## config.mk

```make
export PLATFORM = sky130hd
export DESIGN_NAME = cpd_port
export DESIGN_NICKNAME = d
export VERILOG_FILES = /design/src/include/cpd_pkg.sv /design/src/cpd_fifo.sv /design/src/cpd_port.sv
export SDC_FILE = /design/constraint.sdc
export NUM_CORES = 1
export LEC_CHECK = 0
export ABC_AREA = 1
export BUFFER_PORTS_ARGS = -buffer_cell sky130_fd_sc_hd__buf_4
export CAP_MARGIN = 10
export CELL_PAD_IN_SITES_DETAIL_PLACEMENT = 0
export CELL_PAD_IN_SITES_GLOBAL_PLACEMENT = 1
export CORE_AREA = 2 2 136 138
export DETAILED_ROUTE_END_ITERATION = 7
export DIE_AREA = 0 0 138 140
export GPL_ROUTABILITY_DRIVEN = 1
export PLACE_DENSITY_LB_ADDON = 0.05
export SYNTH_ARGS = -nofsm -noshare
export SYNTH_HDL_FRONTEND = slang
export SYNTH_SLANG_ARGS = --single-unit
export TNS_END_PERCENT = 5
```

## constraint.sdc

```tcl
create_clock -name clk_i -period 7.3 [get_ports clk_i]
set_input_delay 2.19 -clock clk_i [delete_from_list [all_inputs] [get_ports clk_i]]
set_output_delay 2.19 -clock clk_i [all_outputs]
set_load 0.005 [all_outputs]
```

## src/include/cpd_pkg.sv

```systemverilog
// constants for the configuration prom data port
package cpd_pkg;
  // ==========================================================
  // widths
  localparam int ADDR_W = 16;
  localparam int DATA_W = 8;
  localparam int FIFO_DEPTH = 16;
  // ==========================================================
  // revision start addresses, count limit reset value
  localparam logic [15:0] REV0_START = 16'h0000;
  localparam logic [15:0] REV1_START = 16'h4000;
  localparam logic [15:0] REV2_START = 16'h8000;
  localparam logic [15:0] REV3_START = 16'hc000;
  localparam logic [15:0] COUNT_LIMIT_RST = 16'hffff;
  // ==========================================================
  // reset values
  localparam logic [15:0] ADDR_RST = 16'h0000;
  // internal oscillator divide (half period in ns, converted to clk cycles)
  localparam int OSC_HALF_NS = 40;
  localparam int CLK_NS = 10;
  localparam int OSC_HALF_CYC = (OSC_HALF_NS + CLK_NS - 1) / CLK_NS;
  localparam logic [3:0] OSC_HALF_CNT = 4'(OSC_HALF_CYC - 1);
endpackage : cpd_pkg

```

## src/cpd_fifo.sv

```systemverilog
// small valid/ready fifo for the data path
`timescale 1ns/1ps
module cpd_fifo #(
  parameter int WIDTH = 8,
  parameter int DEPTH = 16
) (
  // clock and reset
  input  wire logic             clk_i,
  input  wire logic             rst_i,
  // fill side
  input  wire logic             in_valid_i,
  output logic                  in_ready_o,
  input  wire logic [WIDTH-1:0] in_data_i,
  // drain side
  output logic                  out_valid_o,
  input  wire logic             out_ready_i,
  output logic      [WIDTH-1:0] out_data_o,
  // control
  input  wire logic             flush_i
);
  localparam int AW = $clog2(DEPTH);
  logic [WIDTH-1:0] mem_reg [DEPTH];
  logic [AW-1:0]    wr_reg;
  logic [AW-1:0]    rd_reg;
  logic [AW:0]      cnt_reg;
  logic             push;
  logic             pop;

  assign in_ready_o  = (cnt_reg != (AW+1)'(DEPTH));
  assign out_valid_o = (cnt_reg != '0);
  assign out_data_o  = mem_reg[rd_reg];
  assign push = in_valid_i && in_ready_o;
  assign pop  = out_valid_o && out_ready_i;

  always_ff @(posedge clk_i) begin
    if (push) begin
      mem_reg[wr_reg] <= in_data_i;
    end
  end

  always_ff @(posedge clk_i) begin
    if (rst_i || flush_i) begin
      wr_reg  <= '0;
      rd_reg  <= '0;
      cnt_reg <= '0;
    end else begin
      if (push) begin
        wr_reg <= wr_reg + 1'b1;
      end
      if (pop) begin
        rd_reg <= rd_reg + 1'b1;
      end
      cnt_reg <= cnt_reg + (AW+1)'(push) - (AW+1)'(pop);
    end
  end
endmodule : cpd_fifo

```

## src/cpd_port.sv

```systemverilog
// configuration prom output port: counter, stall, clock out, cascade
`timescale 1ns/1ps
module cpd_port (
  // clock and reset
  input  wire logic        clk_i,
  input  wire logic        rst_i,
  // pins from the far side (asynchronous)
  input  wire logic        link_clk_i,
  input  wire logic        chip_enable_n_i,
  input  wire logic        oe_reset_n_i,
  input  wire logic        busy_i,
  input  wire logic        config_pulse_n_i,
  input  wire logic        external_revision_choose_n_i,
  input  wire logic        revision_pick_bit0_i,
  input  wire logic        revision_pick_bit1_i,
  // stored programming bits
  input  wire logic        parallel_mode_i,
  input  wire logic        decompress_i,
  input  wire logic        clock_out_enable_i,
  input  wire logic        use_osc_i,
  input  wire logic [1:0]  stored_revision_i,
  input  wire logic [15:0] count_limit_i,
  // memory read side
  output logic [15:0]      mem_addr_o,
  input  wire logic [7:0]  mem_data_i,
  input  wire logic        mem_ready_i,
  // pins to the far side
  output logic [7:0]       data_o,
  output logic             data_oe_o,
  output logic             config_clock_out_o,
  output logic             config_clock_out_oe_o,
  output logic             cascade_enable_out_n_o
);
  // ==========================================================
  // synchronisers
  logic [5:0] sync1_reg;
  logic [5:0] sync2_reg;
  logic       lclk_d_reg;
  logic       cfg_d_reg;
  always_ff @(posedge clk_i) begin
    if (rst_i) begin
      sync1_reg <= 6'h3c;
      sync2_reg <= 6'h3c;
    end else begin
      // pull-down on stall reads 0 when undriven (pin model)
      sync1_reg <= {config_pulse_n_i, external_revision_choose_n_i, oe_reset_n_i,
                    chip_enable_n_i, busy_i, link_clk_i};
      sync2_reg <= sync1_reg;
    end
  end
  logic lclk_s, busy_s, ce_n_s, oe_s, ext_n_s, cfg_s;
  assign lclk_s  = sync2_reg[0];
  assign busy_s  = sync2_reg[1];
  assign ce_n_s  = sync2_reg[2];
  assign oe_s    = sync2_reg[3];
  assign ext_n_s = sync2_reg[4];
  assign cfg_s   = sync2_reg[5];

  // revision pins are static straps, sampled via two flops too
  logic [1:0] rev1_reg;
  logic [1:0] rev2_reg;
  always_ff @(posedge clk_i) begin
    if (rst_i) begin
      rev1_reg <= 2'h0;
      rev2_reg <= 2'h0;
    end else begin
      rev1_reg <= {revision_pick_bit1_i, revision_pick_bit0_i};
      rev2_reg <= rev1_reg;
    end
  end

  // ==========================================================
  // internal oscillator
  logic [3:0] osc_cnt_reg;
  logic       osc_reg;
  always_ff @(posedge clk_i) begin
    if (rst_i) begin
      osc_cnt_reg <= 4'h0;
      osc_reg     <= 1'b0;
    end else if (osc_cnt_reg == cpd_pkg::OSC_HALF_CNT) begin
      osc_cnt_reg <= 4'h0;
      osc_reg     <= ~osc_reg;
    end else begin
      osc_cnt_reg <= osc_cnt_reg + 4'h1;
    end
  end

  // ==========================================================
  // edge detection of selected source
  logic src_rise;
  logic src_fall;
  logic cfg_rise;
  logic osc_d_reg;
  always_ff @(posedge clk_i) begin
    if (rst_i) begin
      lclk_d_reg <= 1'b0;
      osc_d_reg  <= 1'b0;
      cfg_d_reg  <= 1'b1;
    end else begin
      lclk_d_reg <= lclk_s;
      osc_d_reg  <= osc_reg;
      cfg_d_reg  <= cfg_s;
    end
  end
  assign src_rise = use_osc_i ? (osc_reg && !osc_d_reg) : (lclk_s && !lclk_d_reg);
  assign src_fall = use_osc_i ? (!osc_reg && osc_d_reg) : (!lclk_s && lclk_d_reg);
  assign cfg_rise = cfg_s && !cfg_d_reg;

  // ==========================================================
  // stall qualification
  logic stall;
  assign stall = parallel_mode_i && !decompress_i && busy_s;

  // ==========================================================
  // revision start address
  function automatic logic [15:0] rev_start(input logic [1:0] r);
    unique case (r)
      2'h0: rev_start = cpd_pkg::REV0_START;
      2'h1: rev_start = cpd_pkg::REV1_START;
      2'h2: rev_start = cpd_pkg::REV2_START;
      2'h3: rev_start = cpd_pkg::REV3_START;
    endcase
  endfunction : rev_start
  logic [1:0] rev_sel;
  assign rev_sel = ext_n_s ? stored_revision_i : rev2_reg;
  logic [15:0] rev_addr;
  assign rev_addr = rev_start(rev_sel);

  // ==========================================================
  // address counter feeding the fifo
  logic        active;
  logic        fifo_in_ready;
  logic        fifo_out_valid;
  logic [7:0]  fifo_out_data;
  logic        take;
  logic        past_limit_reg;
  logic [15:0] addr_reg;
  assign active = !ce_n_s && oe_s;

  always_ff @(posedge clk_i) begin
    if (rst_i || ce_n_s || !oe_s) begin
      addr_reg       <= cpd_pkg::ADDR_RST;
      past_limit_reg <= 1'b0;
    end else if (cfg_rise) begin
      addr_reg       <= rev_addr;
      past_limit_reg <= 1'b0;
    end else if (mem_ready_i && fifo_in_ready) begin
      addr_reg <= addr_reg + 16'h1;
      if (addr_reg == count_limit_i) begin
        past_limit_reg <= 1'b1;
      end
    end
  end
  assign mem_addr_o = addr_reg;

  cpd_fifo #(
    .WIDTH (cpd_pkg::DATA_W),
    .DEPTH (cpd_pkg::FIFO_DEPTH)
  ) u_fifo (
    .clk_i       (clk_i),
    .rst_i       (rst_i),
    .in_valid_i  (active && mem_ready_i && !cfg_rise),
    .in_ready_o  (fifo_in_ready),
    .in_data_i   (mem_data_i),
    .out_valid_o (fifo_out_valid),
    .out_ready_i (take),
    .out_data_o  (fifo_out_data),
    .flush_i     (!active || cfg_rise)
  );

  // advance on source rise when data available and not stalled
  // no take while parked high or reloading: the word would go out with no clock edge
  assign take = active && src_rise && fifo_out_valid && !stall
                && !cfg_rise && !config_clock_out_o;

  // ==========================================================
  // output pins
  always_ff @(posedge clk_i) begin
    if (rst_i) begin
      data_o    <= 8'h00;
      data_oe_o <= 1'b0;
    end else begin
      data_oe_o <= active;
      if (take) begin
        data_o <= fifo_out_data;
      end
    end
  end

  always_ff @(posedge clk_i) begin
    if (rst_i) begin
      config_clock_out_o    <= 1'b1;
      config_clock_out_oe_o <= 1'b0;
    end else begin
      config_clock_out_oe_o <= active && clock_out_enable_i;
      if (decompress_i && !fifo_out_valid) begin
        config_clock_out_o <= 1'b1;
      end else if (take) begin
        // outside decompress mode rises only with a fresh word, so gaps appear while stalled or empty
        config_clock_out_o <= 1'b1;
      end else if (src_fall) begin
        config_clock_out_o <= 1'b0;
      end
    end
  end

  always_ff @(posedge clk_i) begin
    if (rst_i) begin
      cascade_enable_out_n_o <= 1'b1;
    end else begin
      cascade_enable_out_n_o <= !(active && past_limit_reg);
    end
  end

  // ==========================================================
  // checks
  a_stall_holds_data: assert property (@(posedge clk_i) disable iff (rst_i)
    (stall && $stable(data_oe_o)) |=> $stable(data_o))
    else $error("data changed while stalled");
  a_clk_tristate: assert property (@(posedge clk_i) disable iff (rst_i)
    (ce_n_s || !oe_s) |=> !config_clock_out_oe_o)
    else $error("clock out driven while deselected");
  a_clk_enable_bit: assert property (@(posedge clk_i) disable iff (rst_i)
    !clock_out_enable_i |=> !config_clock_out_oe_o)
    else $error("clock out driven without enable");
  a_cascade_high: assert property (@(posedge clk_i) disable iff (rst_i)
    ce_n_s |=> cascade_enable_out_n_o)
    else $error("cascade low while deselected");
  a_standby_reset: assert property (@(posedge clk_i) disable iff (rst_i)
    ce_n_s |=> (addr_reg == cpd_pkg::ADDR_RST) && !data_oe_o)
    else $error("standby did not reset");
  a_decomp_park: assert property (@(posedge clk_i) disable iff (rst_i)
    (decompress_i && !fifo_out_valid) |=> config_clock_out_o)
    else $error("clock out not parked high");
  a_serial_no_stall: assert property (@(posedge clk_i) disable iff (rst_i)
    ((!parallel_mode_i || decompress_i) && busy_s && active && src_rise && fifo_out_valid
     && !cfg_rise && !config_clock_out_o) |=> (data_o == $past(fifo_out_data)))
    else $error("stall honoured outside parallel");
  a_reload_rev: assert property (@(posedge clk_i) disable iff (rst_i)
    (cfg_rise && active) |=> (addr_reg == $past(rev_addr)))
    else $error("revision start not loaded");
  a_rise_with_word: assert property (@(posedge clk_i) disable iff (rst_i)
    take |=> (config_clock_out_o && (data_o == $past(fifo_out_data))))
    else $error("clock out rose without its word");
endmodule : cpd_port

```

==> flow_metrics.env, run 1 <==
export IMPL_drtPass1Iterations=5
export IMPL_crit_path_end_kind="flop"
export IMPL_holdPathEnd="rev2_reg[1]"
export IMPL_drv_slew=0
export IMPL_synth_largest_area_cell="edfxtp_1"
export IMPL_synth_simple_area_share_pct=25.0
export IMPL_cp_start_kind="input pin"
export IMPL_path_delay_family="adder cells"
export IMPL_drive_gt1_share_pct=12.5
export IMPL_clockBufferDepth=2
export IMPL_fp_coreArea_um2=17800
export IMPL_r2r_start="u_fifo.cnt_reg[3]"
export IMPL_worst_r2r_path_depth=16
export IMPL_worstPathArrival_ns=4.34
export IMPL_r2r_end="u_fifo.cnt_reg[4]"
export IMPL_yosys_register_bits=194
export IMPL_synthAdderAreaFrac_pct=2.11
export IMPL_synth_compound_area_share_pct=3.12
export IMPL_drc=0
export IMPL_synthMuxAreaShare_pct=0
export IMPL_synthTopCellsByArea="edfxtp_1, dfxtp_1, nand2_1"
export IMPL_final_common_cell="nand2_1"
export IMPL_vias=6201
export IMPL_nets=1090
export IMPL_drv_cap=0
export IMPL_gp_congestion=0.820
export IMPL_syn_inst=976
export IMPL_whs_path_depth=2
export IMPL_worstPathCellList="buf_4 > inv_1 > o21ai_0 > nand2_1 > nor2_1 > nand2_2 > inv_2 > ha_1 > inv_1 > ha_1 > fa_1 > nand2_1 > a21oi_1 > nor2_1 > or2_2 > a21oi_1"
export IMPL_viasPerCell=4.86
export IMPL_cts_setup_buffers=0
export IMPL_clkSinkCount=194
export IMPL_regToRegSetupSlack_ns=4.48
export IMPL_cp_max_fo=16
export IMPL_worstSetupPathType="in2reg"
export IMPL_yosysTopAreaCellShare_pct=44.3
export IMPL_cts_buffers=17
export IMPL_largest_reg_flops=128
export IMPL_drt_iter0_drc=388
export IMPL_grt_antenna_before_repair=0
export IMPL_num_antenna_cells=0
export IMPL_ir_worst_vdd_mv=0.166
export IMPL_yosysUniqueCellTypes=33
export IMPL_initial_core_util_pct=48.7
export IMPL_first_global_vias=5848
export IMPL_syn_to_final_growth_pct=14.0
export IMPL_gr_total_overflow=0
export IMPL_crit_slowest_cell="fa_1"
export IMPL_synth_edf_count=128
export IMPL_hold_path_class="reg2reg"
export IMPL_syn_num_nets=1031
export IMPL_die_h_um=140
export IMPL_hpwl_um=12900
export IMPL_fmax_mhz=248
export IMPL_yosysSeqAreaShare_pct=59.6
export IMPL_path_buf_inv=4
export IMPL_holdWs_ns=0.401
export IMPL_synth_avg_cell_area_um2=8.88
export IMPL_async_reset_ff_share_pct=0
export IMPL_status="complete, no violations"
export IMPL_tightestPinTransition_ns=1.16
export IMPL_syn_cell_area_um2=8670
export IMPL_cts_hold_buf=0
export IMPL_crit_cells=16
export IMPL_layout_common_cells="nand2_1, inv_1, edfxtp_1"
export IMPL_synth_xor_area_share_pct=0.909
export IMPL_dieArea_um2=19300
export IMPL_fin_crit_ns=4.03
export IMPL_fin_skew_ns=0.00906
export IMPL_ctsHtreeMaxLevel=4
export IMPL_cpPeakStageDelay_ns=0.38
export IMPL_grt_pass1_wl_um=31200
export IMPL_worstHoldStart="rev1_reg[1]"
export IMPL_timing_final_crit_share_pct=55.2
export IMPL_grt_max_degree=68
export IMPL_insertion_delay_ns=0.43
export IMPL_ys_flop_type="edfxtp_1"
export IMPL_rows=49
export IMPL_hold_viol_final=0
export IMPL_cp_required_ns=7.61
export IMPL_maxSlewHeadroom_pct=22.5
export IMPL_track_usage_pct=20.8
export IMPL_cts_resized=0
export IMPL_die_x_um=138
export IMPL_clk_pin_slew_ns=0.07
export IMPL_synth_top_family_by_area="simple AND/OR/NAND/NOR gates"
export IMPL_cts_root_buf="clkbuf_16"
export IMPL_cts_tree="done"
export IMPL_rsz0062_at_grt="no"
export IMPL_wl_um=19300
export IMPL_ys_warnings_count=0
export IMPL_p_leak_nw=4.24
export IMPL_power_per_cell_area_nw_per_um2=216
export IMPL_num_io_pins=69
export IMPL_setup_violations=0
export IMPL_avgRoutedWirePerCell_um=15.1
export IMPL_drtAntennaViolNets=0
export IMPL_fin_setup_tns_ns=0
export IMPL_port_buffers=68
==> layer usage <==
metal | global-route usage (%) | wire length [um]
met1 | 30.2 | 9190
met2 | 32.0 | 8810
met3 | 2.87 | 897
met5 | 0 | 0
met4 | 7.79 | 380
==> final cells by class <==
type | count | area, um^2
clock inverters | 13 | 126
multi-input cells | 585 | 2700
flip-flops and latches | 194 | 5170
inverters | 166 | 623
fillers | 1701 | 7900
well taps | 229 | 287
repair buffers | 71 | 546
clock buffers | 19 | 433
==> worst reg2reg max path, delay by kind of cell, from the launching register on <==
| kind | cells | cell delay (ns) |
|---|---|---|
| AND/OR/NAND/NOR | 6 | 0.89 |
| buffers and inverters | 4 | 0.34 |
| flip-flops | 1 | 0.33 |
| adder cells (fa/ha/maj) | 4 | 1.06 |
| AO/OA/AOI/OAI | 2 | 0.11 |
==> through the flow <==
| step | cells | total power, mW | util [%] | cell area (um^2) | setup slack (ns) |
|---|---|---|---|---|---|
| 2_1_floorplan | 976 | 1.23 | - | 8670 | 3.29 |
| 3_5_place_dp | 1244 | 1.27 | 52.3 | 9300 | 2.84 |
| 3_3_place_gp | 1244 | 1.27 | 52.3 | 9300 | 2.89 |
| 4_1_cts | 1276 | 2.16 | 55.4 | 9860 | 3.30 |
| 5_1_grt | 1277 | 2.20 | 55.6 | 9880 | 3.11 |
| 6_report | 1277 | 2.14 | 55.6 | 9880 | 3.27 |
==> cells by family after synthesis <==
group	after synthesis
compound gates	53
simple gates	509
fa+ha+maj	14
buf+inv	197
flops	194
xor+xnor	9
==> report_power, final <==
part | internal (mW) | switching, mW
Combinational | 0.0256 | 0.0370
Clock | 0.478 | 0.418
Sequential | 1.18 | 0.00331
==> synth_stat cells, types with 2 or more instances <==
cell type  count
nand3_2        2
nand3_1      109
nand4_1        2
buf_4          8
or2_2         12
inv_2          7
dfxtp_1       66
nor2_1        71
buf_6          2
inv_1        158
nand2_2        2
nand2_4        2
xor2_1         4
nand2_1      299
ha_1          13
nor3_1         2
clkbuf_1       5
a21oi_1       33
buf_2         16
nor2_2         2
nor2_4         2
edfxtp_1     128
o21ai_0       17
xnor2_1        5
==> worst max path at each step <==
| stage | start | end |
|---|---|---|
| final | use_osc_i | u_fifo.cnt_reg[4] |
| after global placement | decompress_i | u_fifo.cnt_reg[4] |
| after detailed placement | use_osc_i | u_fifo.cnt_reg[4] |
| after floorplan | decompress_i | u_fifo.cnt_reg[4] |
| after global routing | use_osc_i | u_fifo.cnt_reg[4] |
| after CTS | use_osc_i | u_fifo.cnt_reg[4] |
Power figures use the tool's default switching activity.
==> inputs of run 2 (changes only) <==
--- a/config.mk
+++ b/config.mk
@@ -10,9 +10,9 @@
 export CAP_MARGIN = 10
 export CELL_PAD_IN_SITES_DETAIL_PLACEMENT = 0
 export CELL_PAD_IN_SITES_GLOBAL_PLACEMENT = 1
-export CORE_AREA = 2 2 136 138
+export CORE_AREA = 2 2 149 151
 export DETAILED_ROUTE_END_ITERATION = 7
-export DIE_AREA = 0 0 138 140
+export DIE_AREA = 0 0 151 153
 export GPL_ROUTABILITY_DRIVEN = 1
 export PLACE_DENSITY_LB_ADDON = 0.05
 export SYNTH_ARGS = -nofsm -noshare
==> constraint.sdc (replaced) <==
create_clock -name clk_i -period 3.7 [get_ports clk_i]
set_input_delay 1.11 -clock clk_i [delete_from_list [all_inputs] [get_ports clk_i]]
set_output_delay 1.11 -clock clk_i [all_outputs]
set_load 0.005 [all_outputs]
==> flow_metrics.env, run 2 (synthesized netlist as in run 1, its figures left out) <==
export IMPL_status="complete, no violations"
export IMPL_layout_common_cells="nand2_1, inv_1, edfxtp_1"
export IMPL_final_common_cell="nand2_1"
export IMPL_worstSetupPathType="in2reg"
export IMPL_cts_buffers=17
export IMPL_worst_r2r_path_depth=16
export IMPL_fin_area_um2=10000
export IMPL_worstPathArrival_ns=3.07
export IMPL_rsz0062_at_grt="no"
export IMPL_insertion_delay_ns=0.44
export IMPL_nets=1095
export IMPL_fin_skew_ns=0.0105
export IMPL_fin_setup_tns_ns=0
export IMPL_grt_antenna_before_repair=0
export IMPL_startpoint="use_osc_i"
export IMPL_wl_um=21000
export IMPL_p_leak_nw=4.29
export IMPL_port_buffers=68
export IMPL_ir_worst_vdd_mv=0.288
export IMPL_grt_max_degree=67
export IMPL_timing_final_crit_share_pct=72.9
export IMPL_drv_cap=0
export IMPL_cts_hold_buf=0
export IMPL_vias=6197
export IMPL_drv_slew=0
export IMPL_regToRegSetupSlack_ns=1.14
export IMPL_power_internal_mw=3.33
export IMPL_placed_area_um2=9420
export IMPL_clockBufferDepth=2
export IMPL_fmax_mhz=371
export IMPL_num_antenna_cells=0
export IMPL_cp_max_fo=11
export IMPL_largest_reg_flops=128
export IMPL_fin_crit_ns=2.70
export IMPL_ctsHtreeMaxLevel=4
export IMPL_power_per_cell_area_nw_per_um2=431
export IMPL_drc=0
export IMPL_die_h_um=153
export IMPL_grt_pass1_wl_um=33100
export IMPL_num_io_pins=69
export IMPL_first_global_vias=5876
export IMPL_crit_path_end_kind="flop"
export IMPL_tightestPinTransition_ns=0.826
export IMPL_netSwitchingPower_mw=0.981
export IMPL_drive_gt1_share_pct=13.3
export IMPL_r2r_end="u_fifo.cnt_reg[4]"
export IMPL_cts_setup_buffers=0
export IMPL_track_usage_pct=19.1
export IMPL_die_x_um=151
export IMPL_drtPass1Iterations=4
export IMPL_switching_share_pct=22.7
export IMPL_initial_core_util_pct=40.3
export IMPL_dieArea_um2=23100
export IMPL_n_fill_cell=2153
export IMPL_hpwl_um=14200
export IMPL_combPwrFrac_pct=2.9
export IMPL_clk_pin_slew_ns=0.07
export IMPL_drt_iter0_drc=427
export IMPL_avgRoutedWirePerCell_um=15.7
export IMPL_maxSlewHeadroom_pct=44.7
export IMPL_gr_total_overflow=0
export IMPL_cts_tree="done"
export IMPL_viasPerCell=4.65
export IMPL_rows=54
export IMPL_setup_violations=0
export IMPL_power_share_clock_pct=43.2
export IMPL_r2r_start="u_fifo.cnt_reg[2]"
export IMPL_gp_congestion=0.782
export IMPL_cp_start_kind="input pin"
export IMPL_hold_path_class="reg2reg"
export IMPL_worstSetupEndpoint="u_fifo.cnt_reg[4]"
export IMPL_syn_to_final_growth_pct=15.5
export IMPL_seqPwrFrac_pct=53.9
export IMPL_drtAntennaViolNets=0
export IMPL_cts_resized=0
export IMPL_hold_viol_final=0
export IMPL_fp_coreArea_um2=21500
export IMPL_cp_required_ns=4.07
export IMPL_cts_root_buf="clkbuf_16"
export IMPL_clkSinkCount=194
run 2: layout make-up:
class | count | area, um^2 | area share [%]
sequential | 194 | 5170 | 51.6
tap | 280 | 350 | 3.50
clock inverter | 15 | 168 | 1.67
clock buffer | 17 | 425 | 4.25
inverter | 166 | 623 | 6.22
timing repair buffer | 76 | 583 | 5.82
multi-input combinational | 585 | 2700 | 26.9
run 2: worst min-delay path by stage:
stage | cells past startpoint | startpoint | endpoint | slack, ns
finish | 2 | rev1_reg[1] | rev2_reg[1] | 0.40
global route | 2 | rev1_reg[1] | rev2_reg[1] | 0.42
CTS | 2 | sync1_reg[0] | sync2_reg[0] | 0.41
detailed placement | 1 | sync1_reg[4] | sync2_reg[4] | 0.40
global placement | 2 | sync1_reg[0] | sync2_reg[0] | 0.39
floorplan | 1 | past_limit_reg | cascade_enable_out_n_o | 0.37
run 2: stage by stage:
| stage | setup WS, ns | utilization [%] | total power [mW] | std cells | hold slack, ns |
|---|---|---|---|---|---|
| 2_1_floorplan | 0.771 | - | 2.43 | 976 | 0.366 |
| 3_3_place_gp | 0.594 | 43.8 | 2.50 | 1301 | 0.390 |
| 3_5_place_dp | 0.550 | 43.8 | 2.50 | 1301 | 0.396 |
| 4_1_cts | 1.01 | 46.6 | 4.36 | 1333 | 0.407 |
| 5_1_grt | 0.737 | 46.6 | 4.47 | 1333 | 0.416 |
| 6_report | 1.00 | 46.6 | 4.31 | 1333 | 0.405 |
run 2: power groups by stage:
| stage | logic (mW) | registers [mW] | clock network [mW] |
|---|---|---|---|
| 2_1_floorplan | 0.0517 | 2.37 | 0 |
| 3_3_place_gp | 0.128 | 2.37 | 0 |
| 3_5_place_dp | 0.129 | 2.37 | 0 |
| 4_1_cts | 0.129 | 2.33 | 1.90 |
| 5_1_grt | 0.144 | 2.33 | 2.00 |
| 6_report | 0.126 | 2.32 | 1.86 |
run 2: worst max-delay path, cell delays in order:
cell     delay [ns]
buf_4          0.09
inv_1          0.04
o21ai_0        0.06
nand2_1        0.07
nor2_1         0.11
nand2_2        0.07
inv_2          0.19
ha_1           0.27
inv_1          0.06
ha_1           0.17
fa_1           0.20
nand2_1        0.06
a21oi_1        0.12
nor2_1         0.06
or2_2          0.26
a21oi_1        0.11
run 2: routing by layer:
metal / part of all wire [%] / global-route usage [%]
met1: 50 / 28.3
met2: 46 / 28.9
met3: 3.4 / 3.16
met4: 1.2 / 5.34
met5: 0 / 0
==> inputs of run 3 (changes only) <==
--- a/config.mk
+++ b/config.mk
@@ -10,9 +10,9 @@
 export CAP_MARGIN = 10
 export CELL_PAD_IN_SITES_DETAIL_PLACEMENT = 0
 export CELL_PAD_IN_SITES_GLOBAL_PLACEMENT = 1
-export CORE_AREA = 2 2 149 151
+export CORE_AREA = 2 2 141 143
 export DETAILED_ROUTE_END_ITERATION = 7
-export DIE_AREA = 0 0 151 153
+export DIE_AREA = 0 0 143 145
 export GPL_ROUTABILITY_DRIVEN = 1
 export PLACE_DENSITY_LB_ADDON = 0.05
 export SYNTH_ARGS = -nofsm -noshare
==> constraint.sdc (replaced) <==
create_clock -name clk_i -period 2.5 [get_ports clk_i]
set_input_delay 0.75 -clock clk_i [delete_from_list [all_inputs] [get_ports clk_i]]
set_output_delay 0.75 -clock clk_i [all_outputs]
set_load 0.005 [all_outputs]
==> flow_metrics.env, run 3 (synthesized netlist as in run 1, its figures left out) <==
export IMPL_status="complete, no violations"
export IMPL_fin_skew_ns=0.0123
export IMPL_avgRoutedWirePerCell_um=14.9
export IMPL_cts_root_buf="clkbuf_16"
export IMPL_tightestPinTransition_ns=0.622
export IMPL_worstHoldStart="rev1_reg[0]"
export IMPL_cts_tree="done"
export IMPL_largest_reg_flops=128
export IMPL_initial_core_util_pct=45.1
export IMPL_setup_violations=0
export IMPL_cp_max_fo=2
export IMPL_cp_start_kind="flop"
export IMPL_regToRegSetupSlack_ns=0.17
export IMPL_holdPathEnd="rev2_reg[0]"
export IMPL_startpoint="u_fifo.cnt_reg[2]"
export IMPL_timing_final_crit_share_pct=93.4
export IMPL_track_usage_pct=20.0
export IMPL_holdWs_ns=0.404
export IMPL_fin_crit_ns=2.33
export IMPL_r2r_start="u_fifo.cnt_reg[2]"
export IMPL_insertion_delay_ns=0.43
export IMPL_layout_common_cells="nand2_1, inv_1, edfxtp_1"
export IMPL_rows=51
export IMPL_die_x_um=143
export IMPL_wl_um=19900
export IMPL_drive_gt1_share_pct=15.4
export IMPL_worstSetupPathType="reg2reg"
export IMPL_fmax_mhz=428
export IMPL_gr_total_overflow=0
export IMPL_drtAntennaViolNets=0
export IMPL_worstPathArrival_ns=2.66
export IMPL_p_leak_nw=4.40
export IMPL_maxSlewHeadroom_pct=58.5
export IMPL_fin_util_pct=53.1
export IMPL_num_io_pins=69
export IMPL_dieArea_um2=20700
export IMPL_cts_setup_buffers=0
export IMPL_fp_coreArea_um2=19200
export IMPL_viasPerCell=4.65
export IMPL_drc=0
export IMPL_syn_to_final_growth_pct=17.7
export IMPL_dp_cells=1306
export IMPL_num_antenna_cells=0
export IMPL_drtPass1Iterations=5
export IMPL_cp_required_ns=2.82
export IMPL_whs_path_depth=2
export IMPL_crit_path_end_kind="flop"
export IMPL_first_global_vias=5708
export IMPL_clkSinkCount=194
export IMPL_finalPower_mw=6.39
export IMPL_ctsHtreeMaxLevel=4
export IMPL_grt_antenna_before_repair=0
export IMPL_grt_pass1_wl_um=31500
export IMPL_worst_r2r_path_depth=16
export IMPL_r2r_end="u_fifo.cnt_reg[4]"
export IMPL_grt_max_degree=67
export IMPL_nets=1115
export IMPL_hpwl_um=13000
export IMPL_rsz0062_at_grt="no"
export IMPL_hold_viol_final=0
export IMPL_final_common_cell="nand2_1"
export IMPL_ir_worst_vdd_mv=0.468
export IMPL_port_buffers=68
export IMPL_hold_path_class="reg2reg"
export IMPL_die_h_um=145
export IMPL_fin_cells=1338
export IMPL_drt_iter0_drc=400
export IMPL_cts_hold_buf=0
export IMPL_gp_congestion=0.763
export IMPL_clk_pin_slew_ns=0.07
export IMPL_vias=6219
export IMPL_cts_buffers=17
export IMPL_drv_cap=0
export IMPL_power_per_cell_area_nw_per_um2=626
export IMPL_clockBufferDepth=2
export IMPL_drv_slew=0
==> run 3: cell count changes in the layout (fill, tap and decap cells not counted), sizes merged <==
| cell | delta |
|---|---|
| buf | +20 |
| clkinv | -1 |
| bufinv | +1 |
==> run 3: power by group <==
part,switching (mW),total [mW],internal [mW]
combinational,0.110,0.191,0.0804
clock,1.25,2.75,1.51
sequential,0.00987,3.44,3.43
total,1.37,6.39,5.02
==> run 3: how the worst max path moves through the flow <==
stage                        end  slack, ns  cells after the start
6_report       u_fifo.cnt_reg[4]       0.17                     16
4_1_cts        u_fifo.cnt_reg[4]       0.12                     16
2_1_floorplan  u_fifo.cnt_reg[4]      -0.02                     16
3_5_place_dp   u_fifo.cnt_reg[4]      -0.11                     16
5_1_grt        u_fifo.cnt_reg[4]      0.006                     16
3_3_place_gp   u_fifo.cnt_reg[4]      -0.08                     16
==> run 3: routing by layer <==
layer  global-route usage (%)  share of wire [%]  vias up  routed length [um]
met4                     5.74                1.2        0                 241
met5                        0                  0        -                   0
met2                     31.1                 46       97                9210
met3                     2.94                2.6       16                 523
li1                         -                  -     3244                   -
met1                     29.2                 50     2862                9930
==> run 3: worst max-delay path, cell delays in order, from the launching register on <==
cell	delay, ns
dfxtp_1	0.33
inv_1	0.09
ha_2	0.19
nand4_1	0.11
nand2_1	0.09
inv_1	0.05
nand2_2	0.06
inv_2	0.05
ha_4	0.25
inv_2	0.03
ha_4	0.15
fa_2	0.35
nand2_1	0.09
a21oi_1	0.07
nor2_1	0.13
or2_4	0.14
a21oi_1	0.05
==> run 3: layout make-up <==
class	count	area [um^2]
multi-input combinational	585	2740
fill	1791	9000
clock inverter	15	168
tap	265	332
clock buffer	17	425
sequential	194	5170
timing repair buffer	96	746
inverter	166	633
==> run 3: through the flow <==
step	setup TNS, ns	cell area (um^2)	setup WS (ns)
finish	0	10200	0.166
global route	0	10200	0.00620
CTS	0	10200	0.120
detailed placement	-0.113	9610	-0.113
global placement	-0.0828	9610	-0.0828
floorplan	-0.0186	8710	-0.0186
==> run 3: what timing repair did <==
item,in CTS,in global routing
hold endpoints to repair,0,0
endpoints found under the setup margin,0,1
resized for setup,0,1
